[src/gain_pulse_defines.vh]
// register map, field layout, reset values and bus codes for the gain and pulse-output block
`ifndef GAIN_PULSE_DEFINES_VH
`define GAIN_PULSE_DEFINES_VH

// ****************************************
// register indices, byte address is index times four
// ****************************************
`define IDX_PHASE_INCLUDE 16'he60e
`define IDX_CHANNEL_GAIN_SELECT 16'he60f
`define IDX_PULSE_OUTPUT_MODE 16'he610
`define AXI_ADDR_W 18

// ****************************************
// channel_gain_select fields
// ****************************************
`define GAIN_PH_CUR_LSB 0
`define GAIN_NEU_CUR_LSB 3
`define GAIN_PH_VOLT_LSB 6
`define GAIN_USED_MASK 16'h01ff
`define GAIN_RESET 16'h0000
`define GAIN_CODE_MAX 3'h4
`define GAIN_CODE_DEFAULT 3'h0

// ****************************************
// pulse_output_mode fields
// ****************************************
`define PMODE_SEL_ONE_LSB 0
`define PMODE_SEL_TWO_LSB 3
`define PMODE_SEL_THREE_LSB 6
`define PMODE_DIS_LSB 9
`define PMODE_USED_MASK 16'h0fff
`define PMODE_RESET 16'h0e88
`define QTY_CODE_MAX 3'h4

// ****************************************
// phase include fields
// ****************************************
`define PINC_USED_MASK 16'h01ff
`define PINC_RESET 16'h01ff

// ****************************************
// bus answer codes
// ****************************************
`define RESP_OKAY 2'h0
`define RESP_SLVERR 2'h2

`endif

[src/pulse_route.v]
// one pulse output path: quantity decode, phase include and pin gating
`timescale 1ns/1ps
`include "gain_pulse_defines.vh"

module pulse_route (
  input wire aclk,
  input wire aresetn,
  input wire [2:0] quantity_code,
  input wire [2:0] phase_include_in,
  input wire disable_in,
  input wire converter_pulse,
  output reg [4:0] quantity_onehot_r,
  output reg [2:0] phase_include_r,
  output reg converter_enable_r,
  output reg pin_r
);

  wire code_valid;

  assign code_valid = (quantity_code <= `QTY_CODE_MAX);

  // ****************************************
  // registered decode
  // ****************************************
  always @(posedge aclk) begin
    if (!aresetn) begin
      quantity_onehot_r <= 5'h01;
      phase_include_r <= 3'h7;
      converter_enable_r <= 1'b0;
      pin_r <= 1'b0;
    end else begin
      // reserved codes select nothing
      quantity_onehot_r <= code_valid ? (5'h01 << quantity_code) : 5'h00;
      // phase a, b, c from low bit upward
      phase_include_r <= phase_include_in;
      // converter keeps running whatever the disable bit
      converter_enable_r <= code_valid;
      // pin follows pulses only when enabled and code valid
      pin_r <= converter_pulse & code_valid & ~disable_in;
    end
  end

endmodule

[src/gain_and_pulse_output_select.v]
// gain selection and pulse output mode registers behind an axi4-lite slave
//
// Contract
// - phase current gain bits 2:0, codes 0-4
// - reserved phase current codes act as 000
// - neutral current gain bits 5:3, same mapping
// - reserved neutral current codes act as 000
// - phase voltage gain bits 8:6, same mapping
// - reserved phase voltage codes act as 000
// - gain bits 15:9 reserved, zero, no effect
// - pulse one quantity bits 2:0, reset 000
// - reserved pulse one quantity gives no pulses
// - pulse two quantity bits 5:3, reset 001
// - reserved pulse two quantity gives no pulses
// - pulse three quantity bits 8:6, reset 010
// - reserved pulse three quantity gives no pulses
// - bit 9 disables pin one, converter runs
// - bit 9 clear drives pin one pulses
// - three-bit phase include per output, reset ones
// - bit 10 disables pin two, converter runs
// - bit 11 disables pin three, converter runs
`timescale 1ns/1ps
`include "gain_pulse_defines.vh"

module gain_and_pulse_output_select (
  input wire aclk,
  input wire aresetn,
  input wire [17:0] s_axi_awaddr,
  input wire [2:0] s_axi_awprot,
  input wire s_axi_awvalid,
  output reg s_axi_awready,
  input wire [31:0] s_axi_wdata,
  input wire [3:0] s_axi_wstrb,
  input wire s_axi_wvalid,
  output reg s_axi_wready,
  output reg [1:0] s_axi_bresp,
  output reg s_axi_bvalid,
  input wire s_axi_bready,
  input wire [17:0] s_axi_araddr,
  input wire [2:0] s_axi_arprot,
  input wire s_axi_arvalid,
  output reg s_axi_arready,
  output reg [31:0] s_axi_rdata,
  output reg [1:0] s_axi_rresp,
  output reg s_axi_rvalid,
  input wire s_axi_rready,
  input wire [2:0] converter_pulse,
  output reg [2:0] phase_current_gain,
  output reg [2:0] neutral_current_gain,
  output reg [2:0] phase_voltage_gain,
  output reg [4:0] phase_current_factor,
  output reg [4:0] neutral_current_factor,
  output reg [4:0] phase_voltage_factor,
  output wire [14:0] quantity_onehot,
  output wire [8:0] phase_include_sel,
  output wire [2:0] converter_enable,
  output wire pulse_output_one,
  output wire pulse_output_two,
  output wire pulse_output_three
);

  // ****************************************
  // register storage
  // ****************************************
  reg [15:0] gain_r;
  reg [15:0] pmode_r;
  reg [15:0] pinc_r;

  // ****************************************
  // write channel state
  // ****************************************
  reg aw_got_r;
  reg w_got_r;
  reg [15:0] aw_idx_r;
  reg [31:0] wdata_r;
  reg [3:0] wstrb_r;
  reg aw_got_nxt;
  reg w_got_nxt;
  reg bvalid_nxt;
  wire aw_take;
  wire w_take;
  wire wr_fire;
  wire wr_hit_gain;
  wire wr_hit_pmode;
  wire wr_hit_pinc;
  wire wr_hit;

  // ****************************************
  // read channel state
  // ****************************************
  wire ar_take;
  wire [15:0] ar_idx;
  reg [31:0] rd_word;
  reg rd_hit;

  wire [2:0] pin_vec;

  // ****************************************
  // gain decode helpers
  // ****************************************
  function [2:0] eff_code;
    input [2:0] code;
    begin
      if (code > `GAIN_CODE_MAX) begin
        eff_code = `GAIN_CODE_DEFAULT;
      end else begin
        eff_code = code;
      end
    end
  endfunction

  function [4:0] factor_of;
    input [2:0] code;
    begin
      factor_of = 5'h01 << eff_code(code);
    end
  endfunction

  function [15:0] merge16;
    input [15:0] old;
    input [31:0] data;
    input [3:0] strb;
    input [15:0] mask;
    reg [15:0] v;
    begin
      v = old;
      if (strb[0]) begin
        v[7:0] = data[7:0];
      end
      if (strb[1]) begin
        v[15:8] = data[15:8];
      end
      merge16 = v & mask;
    end
  endfunction

  // ****************************************
  // write address and data capture, either order
  // ****************************************
  assign aw_take = s_axi_awvalid & s_axi_awready;
  assign w_take = s_axi_wvalid & s_axi_wready;
  assign wr_fire = aw_got_r & w_got_r & ~s_axi_bvalid;
  assign wr_hit_gain = (aw_idx_r == `IDX_CHANNEL_GAIN_SELECT);
  assign wr_hit_pmode = (aw_idx_r == `IDX_PULSE_OUTPUT_MODE);
  assign wr_hit_pinc = (aw_idx_r == `IDX_PHASE_INCLUDE);
  assign wr_hit = wr_hit_gain | wr_hit_pmode | wr_hit_pinc;

  always @* begin
    aw_got_nxt = aw_got_r;
    w_got_nxt = w_got_r;
    bvalid_nxt = s_axi_bvalid;
    if (aw_take) begin
      aw_got_nxt = 1'b1;
    end
    if (w_take) begin
      w_got_nxt = 1'b1;
    end
    if (wr_fire) begin
      aw_got_nxt = 1'b0;
      w_got_nxt = 1'b0;
      bvalid_nxt = 1'b1;
    end
    if (s_axi_bvalid & s_axi_bready) begin
      bvalid_nxt = 1'b0;
    end
  end

  always @(posedge aclk) begin
    if (!aresetn) begin
      aw_got_r <= 1'b0;
      w_got_r <= 1'b0;
      aw_idx_r <= 16'h0000;
      wdata_r <= 32'h00000000;
      wstrb_r <= 4'h0;
      s_axi_awready <= 1'b0;
      s_axi_wready <= 1'b0;
      s_axi_bvalid <= 1'b0;
      s_axi_bresp <= `RESP_OKAY;
    end else begin
      aw_got_r <= aw_got_nxt;
      w_got_r <= w_got_nxt;
      s_axi_bvalid <= bvalid_nxt;
      s_axi_awready <= ~aw_got_nxt & ~bvalid_nxt;
      s_axi_wready <= ~w_got_nxt & ~bvalid_nxt;
      if (aw_take) begin
        aw_idx_r <= s_axi_awaddr[17:2];
      end
      if (w_take) begin
        wdata_r <= s_axi_wdata;
        wstrb_r <= s_axi_wstrb;
      end
      if (wr_fire) begin
        s_axi_bresp <= wr_hit ? `RESP_OKAY : `RESP_SLVERR;
      end
    end
  end

  // ****************************************
  // configuration registers
  // ****************************************
  always @(posedge aclk) begin
    if (!aresetn) begin
      // field defaults
      gain_r <= `GAIN_RESET;
      pmode_r <= `PMODE_RESET;
      pinc_r <= `PINC_RESET;
    end else if (wr_fire) begin
      if (wr_hit_gain) begin
        // reserved gain bits never stored
        gain_r <= merge16(gain_r, wdata_r, wstrb_r, `GAIN_USED_MASK);
      end
      if (wr_hit_pmode) begin
        pmode_r <= merge16(pmode_r, wdata_r, wstrb_r, `PMODE_USED_MASK);
      end
      if (wr_hit_pinc) begin
        pinc_r <= merge16(pinc_r, wdata_r, wstrb_r, `PINC_USED_MASK);
      end
    end
  end

  // ****************************************
  // read channel
  // ****************************************
  assign ar_take = s_axi_arvalid & s_axi_arready;
  assign ar_idx = s_axi_araddr[17:2];

  always @* begin
    rd_word = 32'h00000000;
    rd_hit = 1'b1;
    // stored fields, reserved bits zero
    case (ar_idx)
      `IDX_CHANNEL_GAIN_SELECT: begin
        rd_word = {16'h0000, gain_r};
      end
      `IDX_PULSE_OUTPUT_MODE: begin
        rd_word = {16'h0000, pmode_r};
      end
      `IDX_PHASE_INCLUDE: begin
        rd_word = {16'h0000, pinc_r};
      end
      default: begin
        rd_hit = 1'b0;
      end
    endcase
  end

  always @(posedge aclk) begin
    if (!aresetn) begin
      s_axi_arready <= 1'b0;
      s_axi_rvalid <= 1'b0;
      s_axi_rdata <= 32'h00000000;
      s_axi_rresp <= `RESP_OKAY;
    end else begin
      if (ar_take) begin
        s_axi_arready <= 1'b0;
        s_axi_rvalid <= 1'b1;
        s_axi_rdata <= rd_word;
        s_axi_rresp <= rd_hit ? `RESP_OKAY : `RESP_SLVERR;
      end else if (s_axi_rvalid & s_axi_rready) begin
        s_axi_rvalid <= 1'b0;
        s_axi_arready <= 1'b1;
      end else if (!s_axi_rvalid) begin
        s_axi_arready <= 1'b1;
      end
    end
  end

  // ****************************************
  // gain datapath outputs
  // ****************************************
  always @(posedge aclk) begin
    if (!aresetn) begin
      phase_current_gain <= 3'h0;
      neutral_current_gain <= 3'h0;
      phase_voltage_gain <= 3'h0;
      phase_current_factor <= 5'h01;
      neutral_current_factor <= 5'h01;
      phase_voltage_factor <= 5'h01;
    end else begin
      // codes 0-4 give gain 1..16, others as 000
      phase_current_gain <= eff_code(gain_r[`GAIN_PH_CUR_LSB +: 3]);
      phase_current_factor <= factor_of(gain_r[`GAIN_PH_CUR_LSB +: 3]);
      // neutral channel same mapping
      neutral_current_gain <= eff_code(gain_r[`GAIN_NEU_CUR_LSB +: 3]);
      neutral_current_factor <= factor_of(gain_r[`GAIN_NEU_CUR_LSB +: 3]);
      // voltage channel same mapping
      phase_voltage_gain <= eff_code(gain_r[`GAIN_PH_VOLT_LSB +: 3]);
      phase_voltage_factor <= factor_of(gain_r[`GAIN_PH_VOLT_LSB +: 3]);
    end
  end

  // ****************************************
  // pulse output paths
  // ****************************************
  genvar g;
  generate
    for (g = 0; g < 3; g = g + 1) begin : chan
      // per output quantity, include and disable
      pulse_route u_route (
        .aclk(aclk),
        .aresetn(aresetn),
        .quantity_code(pmode_r[3*g +: 3]),
        .phase_include_in(pinc_r[3*g +: 3]),
        .disable_in(pmode_r[`PMODE_DIS_LSB + g]),
        .converter_pulse(converter_pulse[g]),
        .quantity_onehot_r(quantity_onehot[5*g +: 5]),
        .phase_include_r(phase_include_sel[3*g +: 3]),
        .converter_enable_r(converter_enable[g]),
        .pin_r(pin_vec[g])
      );
    end
  endgenerate

  assign pulse_output_one = pin_vec[0];
  assign pulse_output_two = pin_vec[1];
  assign pulse_output_three = pin_vec[2];

endmodule

[config.mk]
export PLATFORM = sky130hd
export DESIGN_NAME = gain_and_pulse_output_select
export DESIGN_NICKNAME = d
export VERILOG_FILES = /design/src/pulse_route.v /design/src/gain_and_pulse_output_select.v
export VERILOG_INCLUDE_DIRS = /design/src
export SDC_FILE = /design/constraint.sdc
export NUM_CORES = 1
export LEC_CHECK = 0
export ABC_AREA = 0
export BUFFER_PORTS_ARGS = -buffer_cell sky130_fd_sc_hd__buf_4
export CORE_MARGIN = 3
export CORE_UTILIZATION = 49
export DETAILED_ROUTE_END_ITERATION = 12
export MAX_ROUTING_LAYER = met4
export PLACE_DENSITY_LB_ADDON = 0.2
export SYNTH_ARGS = -nofsm -noshare
export SYNTH_HDL_FRONTEND = slang
export SYNTH_HIERARCHICAL = 1
export SYNTH_SLANG_ARGS = --single-unit
[constraint.sdc]
create_clock -name aclk -period 2.5 [get_ports aclk]
set_input_delay 0.5 -clock aclk [delete_from_list [all_inputs] [get_ports aclk]]
set_output_delay 0.5 -clock aclk [all_outputs]
set_load 0.02 [all_outputs]
==> run metrics, run 1 <==
status finished, final reports clean; share of cells above drive strength 1 0.278; Setup Viol. Count Final 0; antenna viol nets, final 0; synthesis-to-finish area growth 32.0%; vias in the first global route just over 4000; port bufs 128; Post-synth top flop dfxtp_1; clock-pin slew on the worst setup and hold paths 0.06 ns; initial drt markers 176; worst-margin pin slew 0.612 ns; Post-CTS Setup Repair Bufs 0; CTS sink cnt 135; Nets approximately 760; root buf cell clkbuf_8; Yosys cell types 44; post-synth top area cell dfxtp_1; routing usage on met3 0.0566; total routed wirelength approximately 12000 um; worst reg-to-reg setup slack 0.21 ns; Pins Over Slew Limit 0; power per standard cell area 735 nW/um^2; Die Height 107 um; FF-to-FF path depth 5; grt total ovfl 0; CTS tree built; Async SR Flop Fraction 0; Pleak between 2 and 3 nW; Synth top cells by count dfxtp_1, nand2_1, a21oi_1, o21ai_0, nor2_1; clk buf depth 2; gr usage total 0.224; setup TNS 0 ns; Yosys warnings 6; post_cts resized 0; Fin. Hold Viols 0; GP Congestion 0.831; Worst EP arrival 2.72 ns; via count 4187; Seq/Total Area, Yosys 0.542; Critical Path RT 2.93 ns; min cycle time layout 2.29 ns; CP Max Fanout 9; Setup crit start kind flip-flop; Row Count 36; hold-critical path depth 3; # Max-Cap Violations 0; GR Util met2 0.371; syn_area_per_cell a little over 9 um^2; grt met1 use 0.263; antenna violations before repair 0; largest net degree at the start of global routing 32; #FFs+latches synth 135; Worst Clk Skew 0.00521 ns; CTS hold repair buffers 0; I/O pins 183; Hold Path End aw_idx_r[15]$_SDFFE_PN0P_; Residual DRC 0; maximum achievable frequency 437 MHz; Hold Crit Start s_axi_awaddr[17]; Initial Util 0.508; n_diodes 0; top-area cell type share of the netlist area 0.542; Post-synth EDFFs 0; Setup crit end kind flip-flop; count leader, synth dfxtp_1; CTS H-tree depth 4; Via-to-Cell Ratio a little over 5; relative slew slack 0.591; critical path type reg2reg; R2R Path Start aw_idx_r[5]$_SDFFE_PN0P_; Post-Synthesis Cells 537; clk_lat worst skew 0.51 ns; TritonCTS Buffers 17; RSZ-0062 raised after global routing false; routed len/inst 14.8 um; Fin Hold WS around 0.23 ns; first-pass detailed-route iteration total 4; Worst VDD drop around 0.42 mV; core area 9820 um^2; Die Wd 107 um; synth top area cells dfxtp_1, nand2_1, a21oi_1; layer with the highest usage met2; Worst R2R End pinc_r[0]$_SDFFE_PN1P_; Min-Delay Path Class in2reg; Post-DP HPWL 8740 um; Final period util 0.915; Core Util, Final 0.671; synthesized cell area 4990 um^2; die area 11400 um^2; first-pass GRT wire length 19700 um
==> cells by family (layout without fill, tap and decap cells) <==
family / Yosys count / after routing / synth area share
compound gates: 105 / 105 / 0.116
other cells: 1 / 22 / 0.000752
mux: 17 / 17 / 0.0364
simple gates: 227 / 227 / 0.249
buf+inv: 52 / 175 / 0.0562
flops: 135 / 135 / 0.542
==> where the power goes <==
part           total (mW)  switching [mW]  internal, mW
clock                2.34           0.859          1.48
combinational       0.280           0.161         0.119
sequential           2.22          0.0308          2.19
total                4.84            1.05          3.79
==> metal layers <==
| layer | part of all wire | vias up |
|---|---|---|
| met3 | 0.063 | 18 |
| met1 | 0.42 | 1913 |
| li1 | - | 2113 |
| met2 | 0.50 | 143 |
| met4 | 0.016 | 0 |
| met5 | 0 | - |
==> worst max path at each step <==
stage                             startpoint                endpoint  slack (ns)  cells after the start
finish              aw_idx_r[5]$_SDFFE_PN0P_  pinc_r[0]$_SDFFE_PN1P_        0.21                      5
CTS                 aw_idx_r[5]$_SDFFE_PN0P_  pinc_r[3]$_SDFFE_PN1P_        0.22                      5
floorplan           aw_idx_r[5]$_SDFFE_PN0P_  pinc_r[0]$_SDFFE_PN1P_        0.27                      5
global placement    aw_idx_r[5]$_SDFFE_PN0P_  pinc_r[0]$_SDFFE_PN1P_        0.28                      5
global route        aw_idx_r[5]$_SDFFE_PN0P_  pinc_r[3]$_SDFFE_PN1P_        0.13                      5
detailed placement  aw_idx_r[5]$_SDFFE_PN0P_  pinc_r[0]$_SDFFE_PN1P_        0.23                      5
==> worst max-delay path: stages (launching register included) <==
cell and delay [ns]:
dfxtp_1 0.31, or4b_4 0.56, or4_1 0.70, nor4_4 0.19
buf_4 0.24, mux2i_1 0.21
==> sequential cells by signal, summed over array words and instances (netlist names), 9 cells and up <==
signal / cells
aw_idx_r: 16
chan.u_route/quantity_onehot_r: 15
pmode_r: 12
s_axi_rdata: 12
wdata_r: 12
chan.u_route/phase_include_r: 9
gain_r: 9
pinc_r: 9
==> metrics by stage <==
stage | setup slack [ns] | instances | area, um^2 | total power [mW]
2_1_floorplan | 0.274 | 558 | 5070 | 2.44
3_3_place_gp | 0.283 | 783 | 6020 | 2.54
3_5_place_dp | 0.227 | 783 | 6020 | 2.55
4_1_cts | 0.220 | 814 | 6590 | 4.87
5_1_grt | 0.135 | 814 | 6590 | 5.00
6_report | 0.212 | 814 | 6590 | 4.84
==> layout by cell type (no fill, tap or decap), types with 7 or more instances in the layout <==
cell,n
a21oi_1,52
a22oi_1,9
and2_1,8
and4b_1,7
buf_4,139
clkbuf_16,16
clkinv_2,7
conb_1,22
dfxtp_1,135
mux2_2,9
mux2i_1,8
nand2_1,83
nand2b_1,11
nand3_1,21
nand4_1,13
nor2_1,25
nor3_1,11
o21ai_0,30
o31ai_1,7
==> final cells by class <==
cell class | count | area [um^2]
Clock buffer | 21 | 459
Tap cell | 133 | 166
Clock inverter | 10 | 103
Fill cell | 825 | 3230
Multi-Input combinational cell | 371 | 2090
Timing Repair Buffer | 139 | 1040
Sequential cell | 135 | 2700
Inverter | 5 | 18.8
Power figures use the tool's default switching activity.
==> run 2, diff against run 1 <==
- CELL_PAD_IN_SITES_DETAIL_PLACEMENT: unset -> 0
- CELL_PAD_IN_SITES_GLOBAL_PLACEMENT: unset -> 1
- CORE_UTILIZATION: 49 -> 37
- CTS_BUF_LIST: unset -> sky130_fd_sc_hd__clkbuf_2
- PLACE_DENSITY_LB_ADDON: 0.2 -> 0.1
==> run 2 against run 1 <==
  * Core utilization is 16 points lower
  * Fmax is 0.20% lower
  * Critical path type unchanged
  * Clock skew is 0.022 ns higher
  * Critical endpoint is now pinc_r[6]$_SDFFE_PN1P_
  * Sequential share of layout area is 0.13 points higher
  * Non-clock buffer count is 31 higher
  * Power is 25% lower
==> run metrics, run 2 (synthesis results as in run 1) <==
fillers 1260 (was 825); die area 14900 um^2 (was 11400 um^2); Initial Util 0.388 (was 0.508); Critical Path RT 3.12 ns (was 2.93 ns); grt total ovfl 0 (unchanged); via count 4245 (was 4187); initial drt markers 177 (was 176); antenna violations before repair 0 (unchanged); leading cell type in the layout, fill and taps excluded buf_4 (unchanged); RSZ-0062 raised after global routing false (unchanged); Final Cell Area 6570 um^2 (was 6590 um^2); total routed wirelength 12800 um (was 12100 um); WP buf/inv 1 (unchanged); core area 12900 um^2 (was 9820 um^2); Largest regs aw_idx_r: 16 flops, chan.u_route/quantity_onehot_r: 15 flops (unchanged); Worst Clk Skew 0.0271 ns (was 0.00521 ns); setup TNS 0 ns (unchanged); largest net degree at the start of global routing 26 (was 32); n_diodes 0 (unchanged); clock-pin slew on the worst setup and hold paths 0.17 ns (was 0.06 ns); Setup crit start kind flip-flop (unchanged); root buf cell clkbuf_2 (was clkbuf_8); Post-DP HPWL 9240 um (was 8740 um); synthesis-to-finish area growth 31.6% (was 32.0%); max FFs per register 16 (unchanged); delay-heaviest family, CP simple AND/OR/NAND/NOR gates (unchanged); # Max-Cap Violations 0 (unchanged); Via-to-Cell Ratio 4.80 (was 5.14); Final Non-Filler Cells 884 (was 814); status finished, final reports clean (unchanged); gr usage total 0.180 (was 0.224); Die Wd 122 um (was 107 um); worst-margin pin slew 0.659 ns (was 0.612 ns); final worst slack 0.207 ns (was 0.212 ns); I/O pins 183 (unchanged); antenna viol nets, final 0 (unchanged); clk_lat worst skew 0.69 ns (was 0.51 ns); Row Count 41 (was 36); critical path's slowest cell or4_1 (unchanged); critical path type reg2reg (unchanged); vias in the first global route 4080 (was 4120); min cycle time layout 2.29 ns (about the same); Fin. Hold Viols 0 (unchanged); Min-Delay Path Class in2reg (unchanged); TritonCTS Buffers 17 (unchanged); Setup crit end kind flip-flop (unchanged); first-pass detailed-route iteration total 5 (was 4); Worst VDD drop 0.248 mV (was 0.420 mV); Pins Over Slew Limit 0 (unchanged); Setup Slack @ Placement 0.201 ns (was 0.227 ns); Final period util 0.917 (was 0.915); maximum achievable frequency 436 MHz (was 437 MHz); GP Congestion 0.801 (was 0.831); critical-path cell list or4b_4 -> or4_1 -> nor4_4 -> buf_4 -> mux2i_1 (unchanged); area of the multi-input gates 2090 um^2 (unchanged); Residual DRC 0 (unchanged); share of cells above drive strength 1 0.261 (was 0.278); routed len/inst 14.5 um (was 14.8 um); most flop-heavy register aw_idx_r (unchanged); CP Max Fanout 9 (unchanged); commonest cells after routing, fill and taps aside buf_4, dfxtp_1, nand2_1 (unchanged); placed insts 822 (was 783); post_cts resized 0 (unchanged); Worst EP arrival 2.91 ns (was 2.72 ns); port bufs 128 (unchanged); Pleak 2.63 nW (was 2.67 nW); Nets 788 (was 757); CTS H-tree depth 4 (unchanged); CTS tree built (unchanged); Setup Viol. Count Final 0 (unchanged); power per standard cell area 552 nW/um^2 (was 735 nW/um^2); register area 2700 um^2 (unchanged); Fin Hold WS 0.0775 ns (was 0.231 ns); worst stage delay on the critical path 0.71 ns (was 0.70 ns); relative slew slack 0.559 (was 0.591); first-pass GRT wire length 20200 um (was 19700 um); Die Height 122 um (was 107 um); clk buf depth 2 (unchanged); Post-DP Area 6070 um^2 (was 6020 um^2); CTS sink cnt 135 (unchanged)
-- run 2: cell types whose count changed in the layout (fill, tap and decap cells not counted) --
cell           delta
bufinv_16         -1
clkbuf_2         +19
clkbuf_1          -1
clkinvlp_4        +2
clkinv_2          -3
dlygate4sd3_1    +31
clkbuf_8          -4
clkinv_1          +4
clkbuf_16        -16
-- run 2: power breakdown --
| group | total (mW) | internal (mW) | switching, mW | leakage (nW) |
|---|---|---|---|---|
| clock network | 1.08 | 0.338 | 0.739 | 0.115 |
| registers | 2.23 | 2.19 | 0.0325 | 1.10 |
| logic | 0.320 | 0.150 | 0.170 | 1.42 |
| total | 3.62 | 2.68 | 0.942 | 2.63 |
-- run 2: path summary, 6_finish.rpt --
kind | from | end | slack, ns | cells past startpoint
max | aw_idx_r[5]$_SDFFE_PN0P_ | pinc_r[6]$_SDFFE_PN1P_ | 0.21 | 5
min reg2reg | aw_idx_r[13]$_SDFFE_PN0P_ | aw_idx_r[13]$_SDFFE_PN0P_ | 0.46 | 2
max reg2reg | aw_idx_r[5]$_SDFFE_PN0P_ | pinc_r[6]$_SDFFE_PN1P_ | 0.21 | 5
min | s_axi_wdata[9] | wdata_r[9]$_SDFFE_PN0P_ | 0.08 | 3
-- run 2: timing repair --
action,4_1_cts,5_1_grt
hold endpoints to repair,30,1
buffers inserted,0,0
setup endpoints to repair,0,0
hold buffers,30,1
-- run 2: cell type report --
| cell class | instances | area share |
|---|---|---|
| Tap cell | 172 | 0.0328 |
| Timing Repair Buffer | 170 | 0.206 |
| Clock inverter | 12 | 0.0133 |
| Multi-Input combinational cell | 371 | 0.319 |
| Inverter | 5 | 0.00286 |
| Clock buffer | 19 | 0.0145 |
| Sequential cell | 135 | 0.412 |
-- run 2: worst min-delay path: stages --
cell     delay (ns)
buf_4          0.11
nand2_1        0.05
a21oi_1        0.05
-- run 2: metrics by stage --
| step | util | power (mW) |
|---|---|---|
| floorplan | - | 2.44 |
| global placement | 0.472 | 2.55 |
| detailed placement | 0.472 | 2.55 |
| CTS | 0.509 | 3.67 |
| global route | 0.510 | 3.80 |
| finish | 0.510 | 3.62 |
-- run 2: routing by layer --
metal / vias up / track usage / part of all wire
li1: 2174 / - / -
met1: 1947 / 0.222 / 0.45
met2: 111 / 0.285 / 0.48
met3: 13 / 0.0539 / 0.057
met4: 0 / 0.0595 / 0.011
met5: - / - / 0
==> run 3, diff against run 2 <==
--- a/config.mk
+++ b/config.mk
@@ -9,5 +9,5 @@
 export ABC_AREA = 0
 export BUFFER_PORTS_ARGS = -buffer_cell sky130_fd_sc_hd__buf_4
-export CELL_PAD_IN_SITES_DETAIL_PLACEMENT = 0
+export CELL_PAD_IN_SITES_DETAIL_PLACEMENT = 1
 export CELL_PAD_IN_SITES_GLOBAL_PLACEMENT = 1
 export CORE_MARGIN = 3
==> constraint.sdc (replaced) <==
create_clock -name aclk -period 2.5 [get_ports aclk]
set_input_delay 0.5 -clock aclk [delete_from_list [all_inputs] [get_ports aclk]]
set_output_delay 0.5 -clock aclk [all_outputs]
set_load 0.1 [all_outputs]
==> run 3 against run 2 <==
  * Die area is the same
  * Sequential power is essentially flat
  * Global-route usage up 1.6 points
  * Core utilization increased by 0.23 points
  * Non-clock buffer count is the same
  * Register-to-register slack worse by 0.02 ns
  * Critical endpoint is now pinc_r[1]$_SDFFE_PN1P_
  * Largest cell class unchanged
==> run metrics, run 3 (synthesis results as in run 1) <==
clk_lat worst skew 0.69 ns (about the same); grt total ovfl 0 (unchanged); Setup crit start kind flip-flop (unchanged); delay-heaviest family, CP simple AND/OR/NAND/NOR gates (unchanged); Setup Viol. Count Final 0 (unchanged); share of cells above drive strength 1 0.262 (was 0.261); CTS sink cnt 135 (unchanged); power per standard cell area 597 nW/um^2 (was 552 nW/um^2); CP Max Fanout 9 (unchanged); TritonCTS Buffers 17 (unchanged); root buf cell clkbuf_2 (unchanged); CTS tree built (unchanged); # Max-Cap Violations 0 (unchanged); setup TNS 0 ns (unchanged); Setup crit end kind flip-flop (unchanged); antenna viol nets, final 0 (unchanged); vias in the first global route 4447 (was 4080); Tot Pwr 3.94 mW (was 3.62 mW); critical-path cell list or4b_4 -> or4_1 -> nor4_4 -> buf_4 -> mux2i_1 (unchanged); Initial Util 0.388 (unchanged); core area 12900 um^2 (unchanged); RSZ-0062 raised after global routing false (unchanged); via count 4391 (was 4245); Fin. Hold Viols 0 (unchanged); Nets 788 (unchanged); clock-pin slew on the worst setup and hold paths 0.16 ns (was 0.17 ns); Setup Slack @ Placement 0.196 ns (was 0.201 ns); min cycle time layout 2.32 ns (was 2.29 ns); Largest regs aw_idx_r: 16 flops, chan.u_route/quantity_onehot_r: 15 flops (unchanged); Via-to-Cell Ratio 4.96 (was 4.80); status finished, final reports clean (unchanged); worst stage delay on the critical path 0.71 ns (about the same); Worst VDD drop 0.243 mV (was 0.248 mV); first-pass detailed-route iteration total 6 (was 5); Pleak 2.65 nW (was 2.63 nW); max FFs per register 16 (unchanged); routed len/inst 15.7 um (was 14.5 um); fillers 1503 (was 1260); initial drt markers 162 (was 177); grt met1 use 0.227 (was 0.222); Critical Path RT 3.11 ns (was 3.12 ns); GP Congestion 0.801 (unchanged); die area 14900 um^2 (unchanged); routing usage on met3 0.0422 (was 0.0539); CTS H-tree depth 4 (unchanged); Residual DRC 0 (unchanged); WP buf/inv 1 (unchanged); antenna violations before repair 1 (was 0); post_cts resized 0 (unchanged); total routed wirelength 13900 um (was 12800 um); Core Util, Final 0.512 (was 0.510); I/O pins 183 (unchanged); Final period util 0.927 (was 0.917); critical path's slowest cell or4_1 (unchanged); most flop-heavy register aw_idx_r (unchanged); relative slew slack 0.577 (was 0.559); final worst slack 0.183 ns (was 0.207 ns); critical path type reg2reg (unchanged); Min-Delay Path Class in2reg (unchanged); commonest cells after routing, fill and taps aside buf_4, dfxtp_1, nand2_1 (unchanged); Post-DP HPWL 10000 um (was 9240 um); Pins Over Slew Limit 0 (unchanged); Worst EP arrival 2.93 ns (was 2.91 ns); synthesis-to-finish area growth 32.2% (was 31.6%); Row Count 41 (unchanged); clk buf depth 2 (unchanged); worst-margin pin slew 0.632 ns (was 0.659 ns); Die Wd 122 um (unchanged); leading cell type in the layout, fill and taps excluded buf_4 (unchanged); maximum achievable frequency 432 MHz (was 436 MHz); largest net degree at the start of global routing 26 (unchanged); Die Height 122 um (unchanged); first-pass GRT wire length 22000 um (was 20200 um); Fin Hold WS 0.0922 ns (was 0.0775 ns); Worst Clk Skew 0.0284 ns (was 0.0271 ns); GR Util met2 0.339 (was 0.285); layer with the highest usage met2 (unchanged); port bufs 128 (unchanged); gr usage total 0.197 (was 0.180)
## run 3: final timing paths
check                                            startpoint                          endpoint  slack (ns)  cells after the start
worst max-delay path               aw_idx_r[5]$_SDFFE_PN0P_            pinc_r[1]$_SDFFE_PN1P_        0.18                      5
worst min-delay path                     converter_pulse[2]  chan[2].u_route/pin_r$_SDFF_PN0_        0.09                      2
worst max register to register     aw_idx_r[5]$_SDFFE_PN0P_            pinc_r[1]$_SDFFE_PN1P_        0.18                      5
worst min register to register  s_axi_rdata[9]$_SDFFE_PN0P_       s_axi_rdata[9]$_SDFFE_PN0P_        0.47                      2
## run 3: metal layers
layer	share of wire	up-vias	wire [um]
li1	-	2179	-
met1	0.43	2078	5950
met2	0.51	114	7070
met3	0.049	20	677
met4	0.016	0	227
met5	0	-	0
## run 3: stage by stage
| step | area (um^2) | cells |
|---|---|---|
| 6_report | 6600 | 886 |
| 5_1_grt | 6600 | 886 |
| 4_1_cts | 6590 | 885 |
| 3_5_place_dp | 6070 | 822 |
| 3_3_place_gp | 6070 | 822 |
| 2_1_floorplan | 5070 | 558 |
## run 3: cell type report
| class | instances | area (um^2) | share of cell area |
|---|---|---|---|
| inverters | 5 | 18.8 | 0.00285 |
| clock inverters | 12 | 110 | 0.0167 |
| repair buffers | 170 | 1350 | 0.205 |
| diodes | 1 | 2.50 | 0.000379 |
| multi-input cells | 371 | 2090 | 0.317 |
| well taps | 172 | 215 | 0.0326 |
| flip-flops and latches | 135 | 2700 | 0.410 |
| clock buffers | 20 | 100 | 0.0152 |
## run 3: repair_timing
| item | CTS | global route |
|---|---|---|
| hold buffers | 31 | 0 |
| buffers inserted | 0 | 0 |
| hold endpoints to repair | 31 | 0 |
## run 3: where the power goes
part,switching [mW],internal (mW),total [mW]
sequential,0.0323,2.19,2.23
combinational,0.370,0.151,0.521
clock,0.741,0.449,1.19
